$ cat config.mk
export PLATFORM = sky130hd
export DESIGN_NAME = gpio_port_irq
export DESIGN_NICKNAME = d
export VERILOG_FILES = /design/src/hdl/gpio_pkg.sv /design/src/hdl/gpio_port_irq.sv
export VERILOG_INCLUDE_DIRS = /design/src /design/src/hdl
export SDC_FILE = /design/constraint.sdc
export NUM_CORES = 1
export LEC_CHECK = 0
export ABC_AREA = 1
export BUFFER_PORTS_ARGS = -buffer_cell sky130_fd_sc_hd__buf_2
export CORE_UTILIZATION = 55
export CTS_CLUSTER_SIZE = 14
export DETAILED_ROUTE_END_ITERATION = 6
export PLACE_DENSITY = 0.72
export SLEW_MARGIN = 20
export SYNTH_ARGS = -nofsm -noshare
export SYNTH_HDL_FRONTEND = slang
export SYNTH_SLANG_ARGS = --single-unit
$ cat constraint.sdc
create_clock -name SYS_CLK -period 2.9 [get_ports SYS_CLK]
set_input_delay 0.145 -clock SYS_CLK [delete_from_list [all_inputs] [get_ports SYS_CLK]]
set_output_delay 0.145 -clock SYS_CLK [all_outputs]
set_load 0.01 [all_outputs]
$ cat src/hdl/gpio_regs.svh
/*
  Register offsets, field positions and reset values of the general-purpose pin port.
  Assumes an 8-bit register port with byte offsets as listed.
*/
`ifndef GPIO_REGS_SVH
`define GPIO_REGS_SVH

// ****************************************************************
// Register offsets
// ****************************************************************
`define OFS_IRQ_MAIN   8'h2A
`define OFS_DIR        8'h2C
`define OFS_POL        8'h2D
`define OFS_TRIG       8'h2E
`define OFS_STATE      8'h2F
`define OFS_UNMASK     8'h30
`define OFS_EVT_STAT   8'h40
`define OFS_EVT_CLR    8'h41
`define OFS_EVT_EN     8'h42

// ****************************************************************
// Fields and reset values
// ****************************************************************
`define NUM_PINS       7
`define NUM_IRQ_PINS   4
`define MAIN_SUM_BIT   1
`define RST_DIR        7'h00
`define RST_POL        7'h7F
`define RST_TRIG       7'h00
`define RST_UNMASK     4'h0
`define RST_EVT        7'h00

`endif

$ cat src/hdl/gpio_pkg.sv
/*
  Types shared by the general-purpose pin port.
  Assumes gpio_regs.svh is on the include path.
*/
`include "gpio_regs.svh"

package gpio_pkg;

  typedef logic [`NUM_PINS-1:0] pins_t;

  // Per-pin configuration held together.
  typedef struct packed {
    pins_t dir;
    pins_t pol;
    pins_t trig;
  } pin_cfg_s;

endpackage

$ cat src/hdl/gpio_port_irq.sv
/*
  Seven-pin general-purpose port with status, trigger and interrupt logic.
  Assumes one 50 MHz clock, a synchronous active-low reset and pins that
  arrive asynchronously from board logic.
*/
// Strobed register access was chosen for this implementation.
`timescale 1ns/1ps
`default_nettype none
`include "gpio_regs.svh"

module gpio_port_irq
  import gpio_pkg::*;
(
  input  wire logic                 SYS_CLK,
  input  wire logic                 RST_B,
  input  wire logic [7:0]           ADDR,
  input  wire logic [7:0]           WR_DATA,
  input  wire logic                 WR_EN,
  input  wire logic                 RD_EN,
  output var  logic [7:0]           RD_DATA,
  input  wire logic [`NUM_PINS-1:0] PIN_IN,
  output var  logic [`NUM_PINS-1:0] PIN_OUT,
  output var  logic [`NUM_PINS-1:0] PIN_OE,
  output var  logic                 GPIO_INT,
  output logic                      IRQ
);

  // ****************************************************************
  // Declarations
  // ****************************************************************
  pin_cfg_s                cfg_ff;
  logic [`NUM_IRQ_PINS-1:0] unmask_ff;
  pins_t                   out_ff;
  pins_t                   state_in_ff;
  pins_t                   nxt_state_in;
  pins_t                   sync1_ff;
  pins_t                   sync2_ff;
  pins_t                   prev_ff;
  pins_t                   corr;
  pins_t                   edge_set;
  pins_t                   edge_mask;
  pins_t                   level_mask;
  pins_t                   evt_stat_ff;
  pins_t                   evt_en_ff;
  pins_t                   evt_rise;
  pins_t                   state_view;
  logic                    nxt_summary;
  logic [7:0]              nxt_rd_data;
  logic                    wr_dir;
  logic                    wr_pol;
  logic                    wr_trig;
  logic                    wr_state;
  logic                    wr_unmask;
  logic                    wr_evt_clr;
  logic                    wr_evt_en;
  logic                    rd_state;
  logic                    rd_main;

  function automatic logic hit(input logic en, input logic [7:0] a,
                               input logic [7:0] ofs);
    hit = en && (a == ofs);
  endfunction

  assign wr_dir     = hit(WR_EN, ADDR, `OFS_DIR);
  assign wr_pol     = hit(WR_EN, ADDR, `OFS_POL);
  assign wr_trig    = hit(WR_EN, ADDR, `OFS_TRIG);
  assign wr_state   = hit(WR_EN, ADDR, `OFS_STATE);
  assign wr_unmask  = hit(WR_EN, ADDR, `OFS_UNMASK);
  assign wr_evt_clr = hit(WR_EN, ADDR, `OFS_EVT_CLR);
  assign wr_evt_en  = hit(WR_EN, ADDR, `OFS_EVT_EN);
  assign rd_state   = hit(RD_EN, ADDR, `OFS_STATE);
  assign rd_main    = hit(RD_EN, ADDR, `OFS_IRQ_MAIN);

  // ****************************************************************
  // Configuration registers
  // ****************************************************************
  // One process owns the whole configuration word, so the struct has a single driver.
  always_ff @(posedge SYS_CLK)
  begin
    if (!RST_B)
    begin
      cfg_ff.dir  <= `RST_DIR;
      cfg_ff.pol  <= `RST_POL;
      cfg_ff.trig <= `RST_TRIG;
    end
    else if (wr_dir)
    begin
      cfg_ff.dir <= WR_DATA[`NUM_PINS-1:0];
    end
    else if (wr_pol)
    begin
      cfg_ff.pol <= WR_DATA[`NUM_PINS-1:0];
    end
    else if (wr_trig)
    begin
      cfg_ff.trig <= WR_DATA[`NUM_PINS-1:0];
    end
  end

  // Upper bits of the unmask write are dropped; pins 4 to 6 cannot raise GPIO_INT.
  always_ff @(posedge SYS_CLK)
  begin
    if (!RST_B)
    begin
      unmask_ff <= `RST_UNMASK;
    end
    else if (wr_unmask)
    begin
      unmask_ff <= WR_DATA[`NUM_IRQ_PINS-1:0];
    end
  end

  // Output levels are stored for every pin so that a later direction change
  // drives the last written value.
  always_ff @(posedge SYS_CLK)
  begin
    if (!RST_B)
    begin
      out_ff <= '0;
    end
    else if (wr_state)
    begin
      out_ff <= WR_DATA[`NUM_PINS-1:0];
    end
  end

  // ****************************************************************
  // Input synchroniser and status capture
  // ****************************************************************
  always_ff @(posedge SYS_CLK)
  begin
    if (!RST_B)
    begin
      sync1_ff <= '0;
      sync2_ff <= '0;
    end
    else
    begin
      sync1_ff <= PIN_IN;
      sync2_ff <= sync1_ff;
    end
  end

  assign corr       = ~(sync2_ff ^ cfg_ff.pol);
  assign edge_mask  = ~cfg_ff.dir & cfg_ff.trig;
  assign level_mask = ~cfg_ff.dir & ~cfg_ff.trig;
  assign edge_set   = corr & ~prev_ff & edge_mask;

  always_ff @(posedge SYS_CLK)
  begin
    if (!RST_B)
    begin
      prev_ff <= '0;
    end
    else
    begin
      prev_ff <= corr;
    end
  end

  // A new edge in the cycle of the clearing read wins over the clear.
  always_comb
  begin
    nxt_state_in = state_in_ff;
    for (int i = 0; i < `NUM_PINS; i++)
    begin
      if (cfg_ff.dir[i])
      begin
        nxt_state_in[i] = 1'b0;
      end
      else if (!cfg_ff.trig[i])
      begin
        nxt_state_in[i] = corr[i];
      end
      else if (edge_set[i])
      begin
        nxt_state_in[i] = 1'b1;
      end
      else if (rd_state)
      begin
        nxt_state_in[i] = 1'b0;
      end
    end
  end

  always_ff @(posedge SYS_CLK)
  begin
    if (!RST_B)
    begin
      state_in_ff <= '0;
    end
    else
    begin
      state_in_ff <= nxt_state_in;
    end
  end

  // ****************************************************************
  // Summary and pin drivers
  // ****************************************************************
  assign nxt_summary = |(state_in_ff[`NUM_IRQ_PINS-1:0] & unmask_ff
                         & ~cfg_ff.dir[`NUM_IRQ_PINS-1:0]);

  always_ff @(posedge SYS_CLK)
  begin
    if (!RST_B)
    begin
      GPIO_INT <= 1'b0;
    end
    else
    begin
      GPIO_INT <= nxt_summary;
    end
  end

  // Open-drain pins only ever pull low; the board supplies the high level.
  always_ff @(posedge SYS_CLK)
  begin
    if (!RST_B)
    begin
      PIN_OUT <= '0;
      PIN_OE  <= '0;
    end
    else
    begin
      PIN_OUT <= out_ff & cfg_ff.dir & ~cfg_ff.pol;
      PIN_OE  <= cfg_ff.dir & (~cfg_ff.pol | ~out_ff);
    end
  end

  // ****************************************************************
  // Event interrupt
  // ****************************************************************
  assign evt_rise = nxt_state_in & ~state_in_ff & ~cfg_ff.dir;

  always_ff @(posedge SYS_CLK)
  begin
    if (!RST_B)
    begin
      evt_stat_ff <= `RST_EVT;
    end
    else
    begin
      evt_stat_ff <= evt_rise
                   | (evt_stat_ff & ~({`NUM_PINS{wr_evt_clr}}
                   & WR_DATA[`NUM_PINS-1:0]));
    end
  end

  always_ff @(posedge SYS_CLK)
  begin
    if (!RST_B)
    begin
      evt_en_ff <= `RST_EVT;
    end
    else if (wr_evt_en)
    begin
      evt_en_ff <= WR_DATA[`NUM_PINS-1:0];
    end
  end

  assign IRQ = |(evt_stat_ff & evt_en_ff);

  // ****************************************************************
  // Read port
  // ****************************************************************
  assign state_view = (out_ff & cfg_ff.dir) | (state_in_ff & ~cfg_ff.dir);

  always_comb
  begin
    nxt_rd_data = 8'h00;
    if (RD_EN)
    begin
      case (ADDR)
        `OFS_IRQ_MAIN: nxt_rd_data[`MAIN_SUM_BIT] = GPIO_INT;
        `OFS_DIR:      nxt_rd_data = {1'b0, cfg_ff.dir};
        `OFS_POL:      nxt_rd_data = {1'b0, cfg_ff.pol};
        `OFS_TRIG:     nxt_rd_data = {1'b0, cfg_ff.trig};
        `OFS_STATE:    nxt_rd_data = {1'b0, state_view};
        `OFS_UNMASK:   nxt_rd_data = {4'h0, unmask_ff};
        `OFS_EVT_STAT: nxt_rd_data = {1'b0, evt_stat_ff};
        `OFS_EVT_EN:   nxt_rd_data = {1'b0, evt_en_ff};
        default:       nxt_rd_data = 8'h00;
      endcase
    end
  end

  always_ff @(posedge SYS_CLK)
  begin
    if (!RST_B)
    begin
      RD_DATA <= 8'h00;
    end
    else
    begin
      RD_DATA <= nxt_rd_data;
    end
  end
endmodule // gpio_port_irq

`default_nettype wire

* Word-level counts from Yosys, hierarchy flattened
Cells that the tools add are included.
Word-level totals: bits of input ports 27, flip-flop bits (word level) 97
Operators by class: mux-type cells 31, reduce and logical (&&, ||, !) cells 13, equal/unequal tests 9, bitwise logic cells 28
Operators by type and width (count):
- 7-bit AND | 12
- 7-bit NOT | 7
- 8-bit by 6-bit equality test with 1-bit output (second input constant) | 6
- 5-bit case mux with 7 select lines | 1
- 1-bit 2-to-1 mux | 28
- 8-bit by 7-bit equality test with 1-bit output (second input constant) | 3
- 7-bit OR | 3
- 4-bit AND | 2
- 1-bit logical AND | 8
- 1-bit case mux with 8 select lines | 1
- 1-bit case mux with 7 select lines | 1
- 7-bit OR reduction | 1
- 7-bit bitwise XOR | 1
- 4-bit NOT | 1
- 2-bit AND reduction | 2
- 4-bit OR reduction | 1
- 3-bit AND reduction | 1
- 1-bit NOT | 2

* Depth between registers and ports, before layout
Gate-level depths: netlist (run 1).
depth in word-level cells 10, mapped depth 10, gate-level depth less buffers 9

* Worst setup path after synthesis (run 1)
No wires, ideal clock.
path kind input to register, start input ADDR[6], end register cfg_ff[10] (netlist bit), slack 1.777 ns, buffers on the path 0, arrival 0.989 ns, stages 8, cell sequence inv_1 > nand2_1 > nor2_8 > nand2_2 > nor2_4 > nand2_2 > nand2_1 > nand3_1
On the way: cells in the longest elaborated chain, start to end 4, elaborated cells between the ends (all ways) 6, those cells by class eq/ne: 2; bitwise: 1; reduce/logical: 3
Ends and longest elaborated chain:
- start: declaration | line gpio_port_irq.sv:16 | input wire logic [7:0] ADDR,
- 8-bit by 6-bit equality test with 1-bit output | line gpio_port_irq.sv:61 | hit = en && (a == ofs);
- 1-bit logical AND | line gpio_port_irq.sv:61
- 1-bit NOT (no source line)
- 2-bit AND reduction (no source line) (*)
- end: declaration | line gpio_port_irq.sv:31 | pin_cfg_s cfg_ff;
Every way passes the cells marked *; elsewhere a longest branch is shown, timed or not. A chain may end at the register's enable or synchronous reset.

* Final worst setup path (run 1)
start register evt_stat_ff[2], end output IRQ
On the way: cells in the longest elaborated chain, start to end 2
Ends and longest elaborated chain:
- start: declaration | line gpio_port_irq.sv:43 | pins_t evt_stat_ff;
- start signal: assignment | line gpio_port_irq.sv:240 | evt_stat_ff <= `RST_EVT;
- start signal: assignment | line gpio_port_irq.sv:244 | evt_stat_ff <= evt_rise
- 7-bit AND | line gpio_port_irq.sv:262 | assign IRQ = |(evt_stat_ff & evt_en_ff);
- 7-bit OR reduction | line gpio_port_irq.sv:262
- end: declaration | line gpio_port_irq.sv:25 | output logic IRQ
No other way between the ends.

==> results_dict.tcl, run 1 <==
set metrics [dict create \
    period_needed_ns 1.475 \
    worstPathMaxFanout 3 \
    gp_congestion 0.8496 \
    hold_depth 3 \
    ys_ff_latch 96 \
    slowest_stage "dfxtp_1" \
    critPathMaxStageDelay_ns 0.34 \
    drt-initial-drc-count 258 \
    hold_end "cfg_ff[20]" \
    cts_tree "done" \
    cts.sinks 96 \
    grt_pass1_wl_um 16010 \
    worst_slack_ns 1.425 \
    slew_headroom 0.6214 \
    avgViaCountPerCell 5.254 \
    cts_resized 0 \
    required_ns 2.76 \
    cp.buffers_inverters 1 \
    drv_cap 0 \
    ant_nets 0 \
    htree_num_levels 3 \
    criticalPathCategory "reg -> out" \
    die_w_um 89.25 \
    fin_skew_ns 0.01081 \
    drt_wl_total_um 10140 \
    clock_latency_ns 0.36 \
    firstDrtPassIters 5 \
    outcome "finished, final reports clean" \
    nets 652 \
    synth_top_cell_by_area "dfxtp_1" \
    swShare 0.2283 \
    dieArea_um2 7965 \
    antenna_found_initial 0 \
    period_share 0.5087 \
    finalSetupTns_ns 0 \
    p_switching_uw 558.3 \
    synth_nets 602 \
    power.share.clock 0.386 \
    post_drt_wl_per_cell_um 13.95 \
    via_count 3820 \
    nFillCells 715 \
    leakage_uw 0.002078 \
    holdWs_ns 0.08351 \
    portBuffers 48 \
    crit_path_cell_trace "a22o_1 -> nor2_1 -> nand4_1 -> buf_2" \
    start_util 0.5741 \
    async_flop_share 0 \
    final_common_cell "nand2_1" \
    cts_root_buf "clkbuf_8" \
    synthFlopType "dfxtp_1" \
    clock.fmax_mhz 677.9 \
    peakVddDrop_mv 0.3751 \
    r2r-start "state_in_ff[3]" \
    hold_violations 0 \
    worstSetupEndpointType "output pin" \
    hpwl_um 6816 \
    crit_start "evt_stat_ff[2]" \
    power.density_nw_per_um2 516.6 \
    syn_area_um2 4187 \
    cp_top_family "flip-flops" \
    first_global_vias 3272 \
    grt_overflow 0 \
    diodes 0 \
    yosysSeqAreaShare 0.4591 \
    grt_max_degree 55 \
    p_comb_frac 0.061 \
    rsz0062_at_grt "no" \
    path_clk_slew_ns 0.08 \
    io_pins 51 \
    final_max_slew_viol_count 0 \
    placedInstanceArea_um2 4454 \
    drcViolationCount 0 \
    p_int_uw 1887 \
    ys_types 28 \
    dp_slack_ns 1.070 \
    layout_common_cells "nand2_1, dfxtp_1, nand3_1, inv_1, nor2_1" \
    worst_pin_slew_ns 0.5645 \
    rr_worst_depth 6 \
    syn_inst 575 \
    fin_area_um2 4733 \
    grt_usage 0.2742 \
    worstHoldPathType "in -> reg" \
    hold_start "WR_DATA[6]" \
    area_delta_synth_final_pct 13.06 \
    rows 31 \
    syn_avg_cell_area_um2 7.281 \
    drive_above_1_share 0.1354 \
    final-setup-viol-count 0 \
    cts_buffers 9 \
    dieHeight_um 89.25 \
    core-area_um2 7292 \
    r2r_end "RD_DATA[3]" \
    rrSetupSlack_ns 1.70 \
    start_kind "flop" \
    power_frac_seq 0.553 \
    synth_edf_count 0 \
    yosys-top-cells-area "dfxtp_1, nand2_1, nand3_1" \
    yosysWarnings 0 \
    clockBufferDepth 2 \
    yosysTopAreaCellShare 0.4591 \
    arrival_ns 1.33 \
]
## timing repair
item	4_1_cts	5_1_grt
setup buffers	0	0
hold buffers	7	0
endpoints found under the hold margin	7	0
## cell type report
type	instances	area, µm²	area share
inverters	77	289.0	0.06106
multi-input cells	384	1864	0.3939
well taps	99	123.9	0.02617
flip-flops and latches	96	1922	0.4060
clock buffers	11	141.4	0.02987
repair buffers	57	325.3	0.06873
clock inverters	3	67.56	0.01427
## state kept, by name, indices dropped and copies added, names as in the netlist
signal and cells:
cfg_ff 21, sync2_ff 7, sync1_ff 7, state_in_ff 7
PIN_OE 7, evt_stat_ff 7, GPIO_INT 1, out_ff 7
RD_DATA 7, PIN_OUT 7, prev_ff 7, evt_en_ff 7
unmask_ff 4
## routing by layer
| metal | wire length (µm) | vias to the layer above | global-route usage |
|---|---|---|---|
| li1 | - | 1930 | - |
| met1 | 4741 | 1721 | 0.3805 |
| met2 | 4512 | 151 | 0.4198 |
| met3 | 646 | 18 | 0.04155 |
| met4 | 243 | 0 | 0.1299 |
| met5 | 0 | - | 0 |
## logic make-up after synthesis
group | count (synthesis) | synth area share
buffers and inverters | 95 | 0.09563
XOR/XNOR | 7 | 0.01464
AND/OR/NAND/NOR | 299 | 0.3317
AO/OA/AOI/OAI | 77 | 0.09803
other | 1 | 0.0008957
flip-flops | 96 | 0.4591
## worst min-delay path, stage by stage
cell	delay (ns)
buf_2	0.13
nand2_1	0.07
a21oi_1	0.05
## how the worst max path moves through the flow
stage / to / slack (ns) / cells past startpoint
finish: IRQ / 1.42 / 4
global route: out_ff[1] / 1.25 / 7
CTS: IRQ / 1.42 / 4
detailed placement: out_ff[4] / 1.07 / 7
global placement: out_ff[5] / 1.13 / 7
floorplan: cfg_ff[10] / 1.78 / 8
## through the flow
stage | power [µW] | std cells | utilization
finish | 2445 | 727 | 0.6491
global placement | 1519 | 706 | 0.6108
floorplan | 1471 | 575 | -
CTS | 2452 | 727 | 0.6491
global route | 2529 | 727 | 0.6491
detailed placement | 1523 | 706 | 0.6108
## cell usage after synthesis, types with 2 or more instances
cell        n
a211oi_1    7
clkbuf_1    8
o21ai_0    34
nor2_1     51
nand2_2     4
nand2_1   133
a21oi_1    34
nor3_1      7
buf_6       4
nor2_8      2
nor2_4      5
inv_1      75
xnor2_1     7
nor2_2      3
buf_4       3
nand3_2     4
buf_2       2
dfxtp_1    96
nand3_4     2
nand3_1    86
## power groups by stage
stage,clock (µW),sequential (µW),combinational [µW]
2_1_floorplan,0,1380,92.3
3_3_place_gp,0,1380,138
3_5_place_dp,0,1380,141
4_1_cts,952,1350,149
5_1_grt,1010,1350,166
6_report,944,1350,150
Note: power is estimated with default switching activity, not from simulation.
==> run 2, diff against run 1 <==
==> constraint.sdc (replaced) <==
create_clock -name SYS_CLK -period 1.5 [get_ports SYS_CLK]
set_input_delay 0.075 -clock SYS_CLK [delete_from_list [all_inputs] [get_ports SYS_CLK]]
set_output_delay 0.075 -clock SYS_CLK [all_outputs]
set_load 0.01 [all_outputs]
==> results_dict.tcl, run 2 (synthesis gave the netlist of run 1 again) <==
set metrics [dict create \
    outcome "finished, final reports clean" \
    finalSetupTns_ns 0 \
    final_common_cell "nand2_1" \
    power.share.clock 0.426 \
    final-setup-viol-count 0 \
    grt_max_degree 44 \
    layout_common_cells "nand2_1, dfxtp_1, nand3_1, inv_1, nor2_1" \
    ant_nets 0 \
    period_needed_ns 1.397 \
    nFillCells 642 \
    io_pins 51 \
    cts_tree "done" \
    drv_cap 0 \
    drt-initial-drc-count 223 \
    required_ns 1.42 \
    portBuffers 48 \
    critPathMaxStageDelay_ns 0.34 \
    first_global_vias 3377 \
    grt_util_met1 0.3832 \
    place_inst 724 \
    cts.sinks 96 \
    die_w_um 89.25 \
    hold_end "cfg_ff[19]" \
    p_int_uw 3978 \
    p_comb_frac 0.061 \
    hold_violations 0 \
    p_switching_uw 1123 \
    period_share 0.9315 \
    swShare 0.2202 \
    power.density_nw_per_um2 1031 \
    drt_wl_total_um 10460 \
    nets 670 \
    power_frac_seq 0.513 \
    top_usage_layer "met2" \
    post-cts-setup-buffer-count 0 \
    drcViolationCount 0 \
    clock.fmax_mhz 715.7 \
    antenna_found_initial 0 \
    drive_above_1_share 0.1638 \
    firstDrtPassIters 5 \
    cts_root_buf "clkbuf_8" \
    clockBufferDepth 2 \
    seqCellArea_um2 1922 \
    dieHeight_um 89.25 \
    grt_usage 0.2800 \
    fin_util 0.6786 \
    criticalPathCategory "reg -> out" \
    r2r_end "RD_DATA[2]" \
    path_clk_slew_ns 0.10 \
    diodes 0 \
    worstHoldPathType "in -> reg" \
    core-area_um2 7292 \
    met2_usage 0.4289 \
    hold_start "WR_DATA[5]" \
    rr_worst_depth 6 \
    start_util 0.5741 \
    fin_skew_ns 0.009413 \
    start_kind "flop" \
    cp.buffers_inverters 1 \
    dieArea_um2 7965 \
    top_register "cfg_ff" \
    slowest_stage "dfxtp_1" \
    r2r-start "state_in_ff[2]" \
    gp_congestion 0.8822 \
    grt_pass1_wl_um 16350 \
    arrival_ns 1.32 \
    peakVddDrop_mv 0.5528 \
    via_count 3930 \
    cp_top_family "flip-flops" \
    grt_overflow 0 \
    rows 31 \
    crit_path_cell_trace "a22o_1 -> nor2_2 -> nand4_1 -> buf_2" \
    clock_latency_ns 0.36 \
    final_max_slew_viol_count 0 \
    multi_input_area_um2 1867 \
    gr-usage-met3 0.04986 \
    avgViaCountPerCell 5.268 \
    rsz0062_at_grt "no" \
    largest_register_ffs 21 \
    cts_buffers 9 \
    worstPathMaxFanout 3 \
    hpwl_um 7322 \
    area_delta_synth_final_pct 18.20 \
    htree_num_levels 3 \
    post_drt_wl_per_cell_um 14.02 \
    worstSetupEndpointType "output pin" \
    crit_start "evt_stat_ff[2]" \
    hold_depth 3 \
    leakage_uw 0.002207 \
    final_cells 746 \
    rrSetupSlack_ns 0.26 \
]
## run 2: cell types whose count changed in the layout (fill, tap and decap cells not counted), sizes merged
cell	previous run	this run
buf	50	68
bufinv	2	4
clkbuf	11	9
inv	76	78
clkinvlp	1	0
## run 2: worst max path at each step
stage / end / slack [ns] / cells past startpoint
floorplan: cfg_ff[10] / 0.45 / 8
global placement: unmask_ff[3] / 0.16 / 7
detailed placement: evt_en_ff[0] / 0.13 / 7
CTS: IRQ / 0.08 / 4
global route: IRQ / 0.03 / 4
finish: IRQ / 0.10 / 4
## run 2: layout make-up
type,instances,area share
Sequential cell,96,0.3884
Multi-Input combinational cell,384,0.3772
Timing Repair Buffer,75,0.09810
Inverter,77,0.05841
Clock inverter,6,0.02781
Clock buffer,9,0.02503
Tap cell,99,0.02503
## run 2: timing repair
action,4_1_cts,5_1_grt
setup endpoints to repair,0,1
hold endpoints to repair,7,0
resized for setup,0,1
hold buffers,7,0
## run 2: per-layer routing
| metal | part of all wire | wire length (µm) | up-vias |
|---|---|---|---|
| li1 | - | - | 1975 |
| met1 | 0.46 | 4802 | 1773 |
| met2 | 0.45 | 4669 | 158 |
| met3 | 0.067 | 705 | 24 |
| met4 | 0.027 | 280 | 0 |
| met5 | 0 | 0 | - |
## run 2: through the flow
stage	cell area [µm²]	total power, µW	setup WS (ns)	hold WS, ns
final	4949	5101	0.1028	0.01869
after global routing	4949	5284	0.02570	0.02146
after CTS	4946	5125	0.08254	0.007101
after detailed placement	4614	2967	0.1348	0.2592
after global placement	4614	2960	0.1606	0.2571
after floorplan	4187	2844	0.4471	0.1726
## run 2: tightest hold or removal path, delay by kind of cell
kind | cells | cell delay (ns)
buffers and inverters | 1 | 0.14
AOI/OAI and AO/OA | 1 | 0.05
and+or+nand+nor | 1 | 0.07
## run 2: power groups by stage
| stage | clock network [µW] | logic (µW) | registers, µW |
|---|---|---|---|
| 5_1_grt | 2320 | 349 | 2620 |
| 4_1_cts | 2200 | 310 | 2610 |
| 2_1_floorplan | 0 | 178 | 2670 |
| 3_5_place_dp | 0 | 294 | 2670 |
| 3_3_place_gp | 0 | 288 | 2670 |
| 6_report | 2180 | 312 | 2610 |
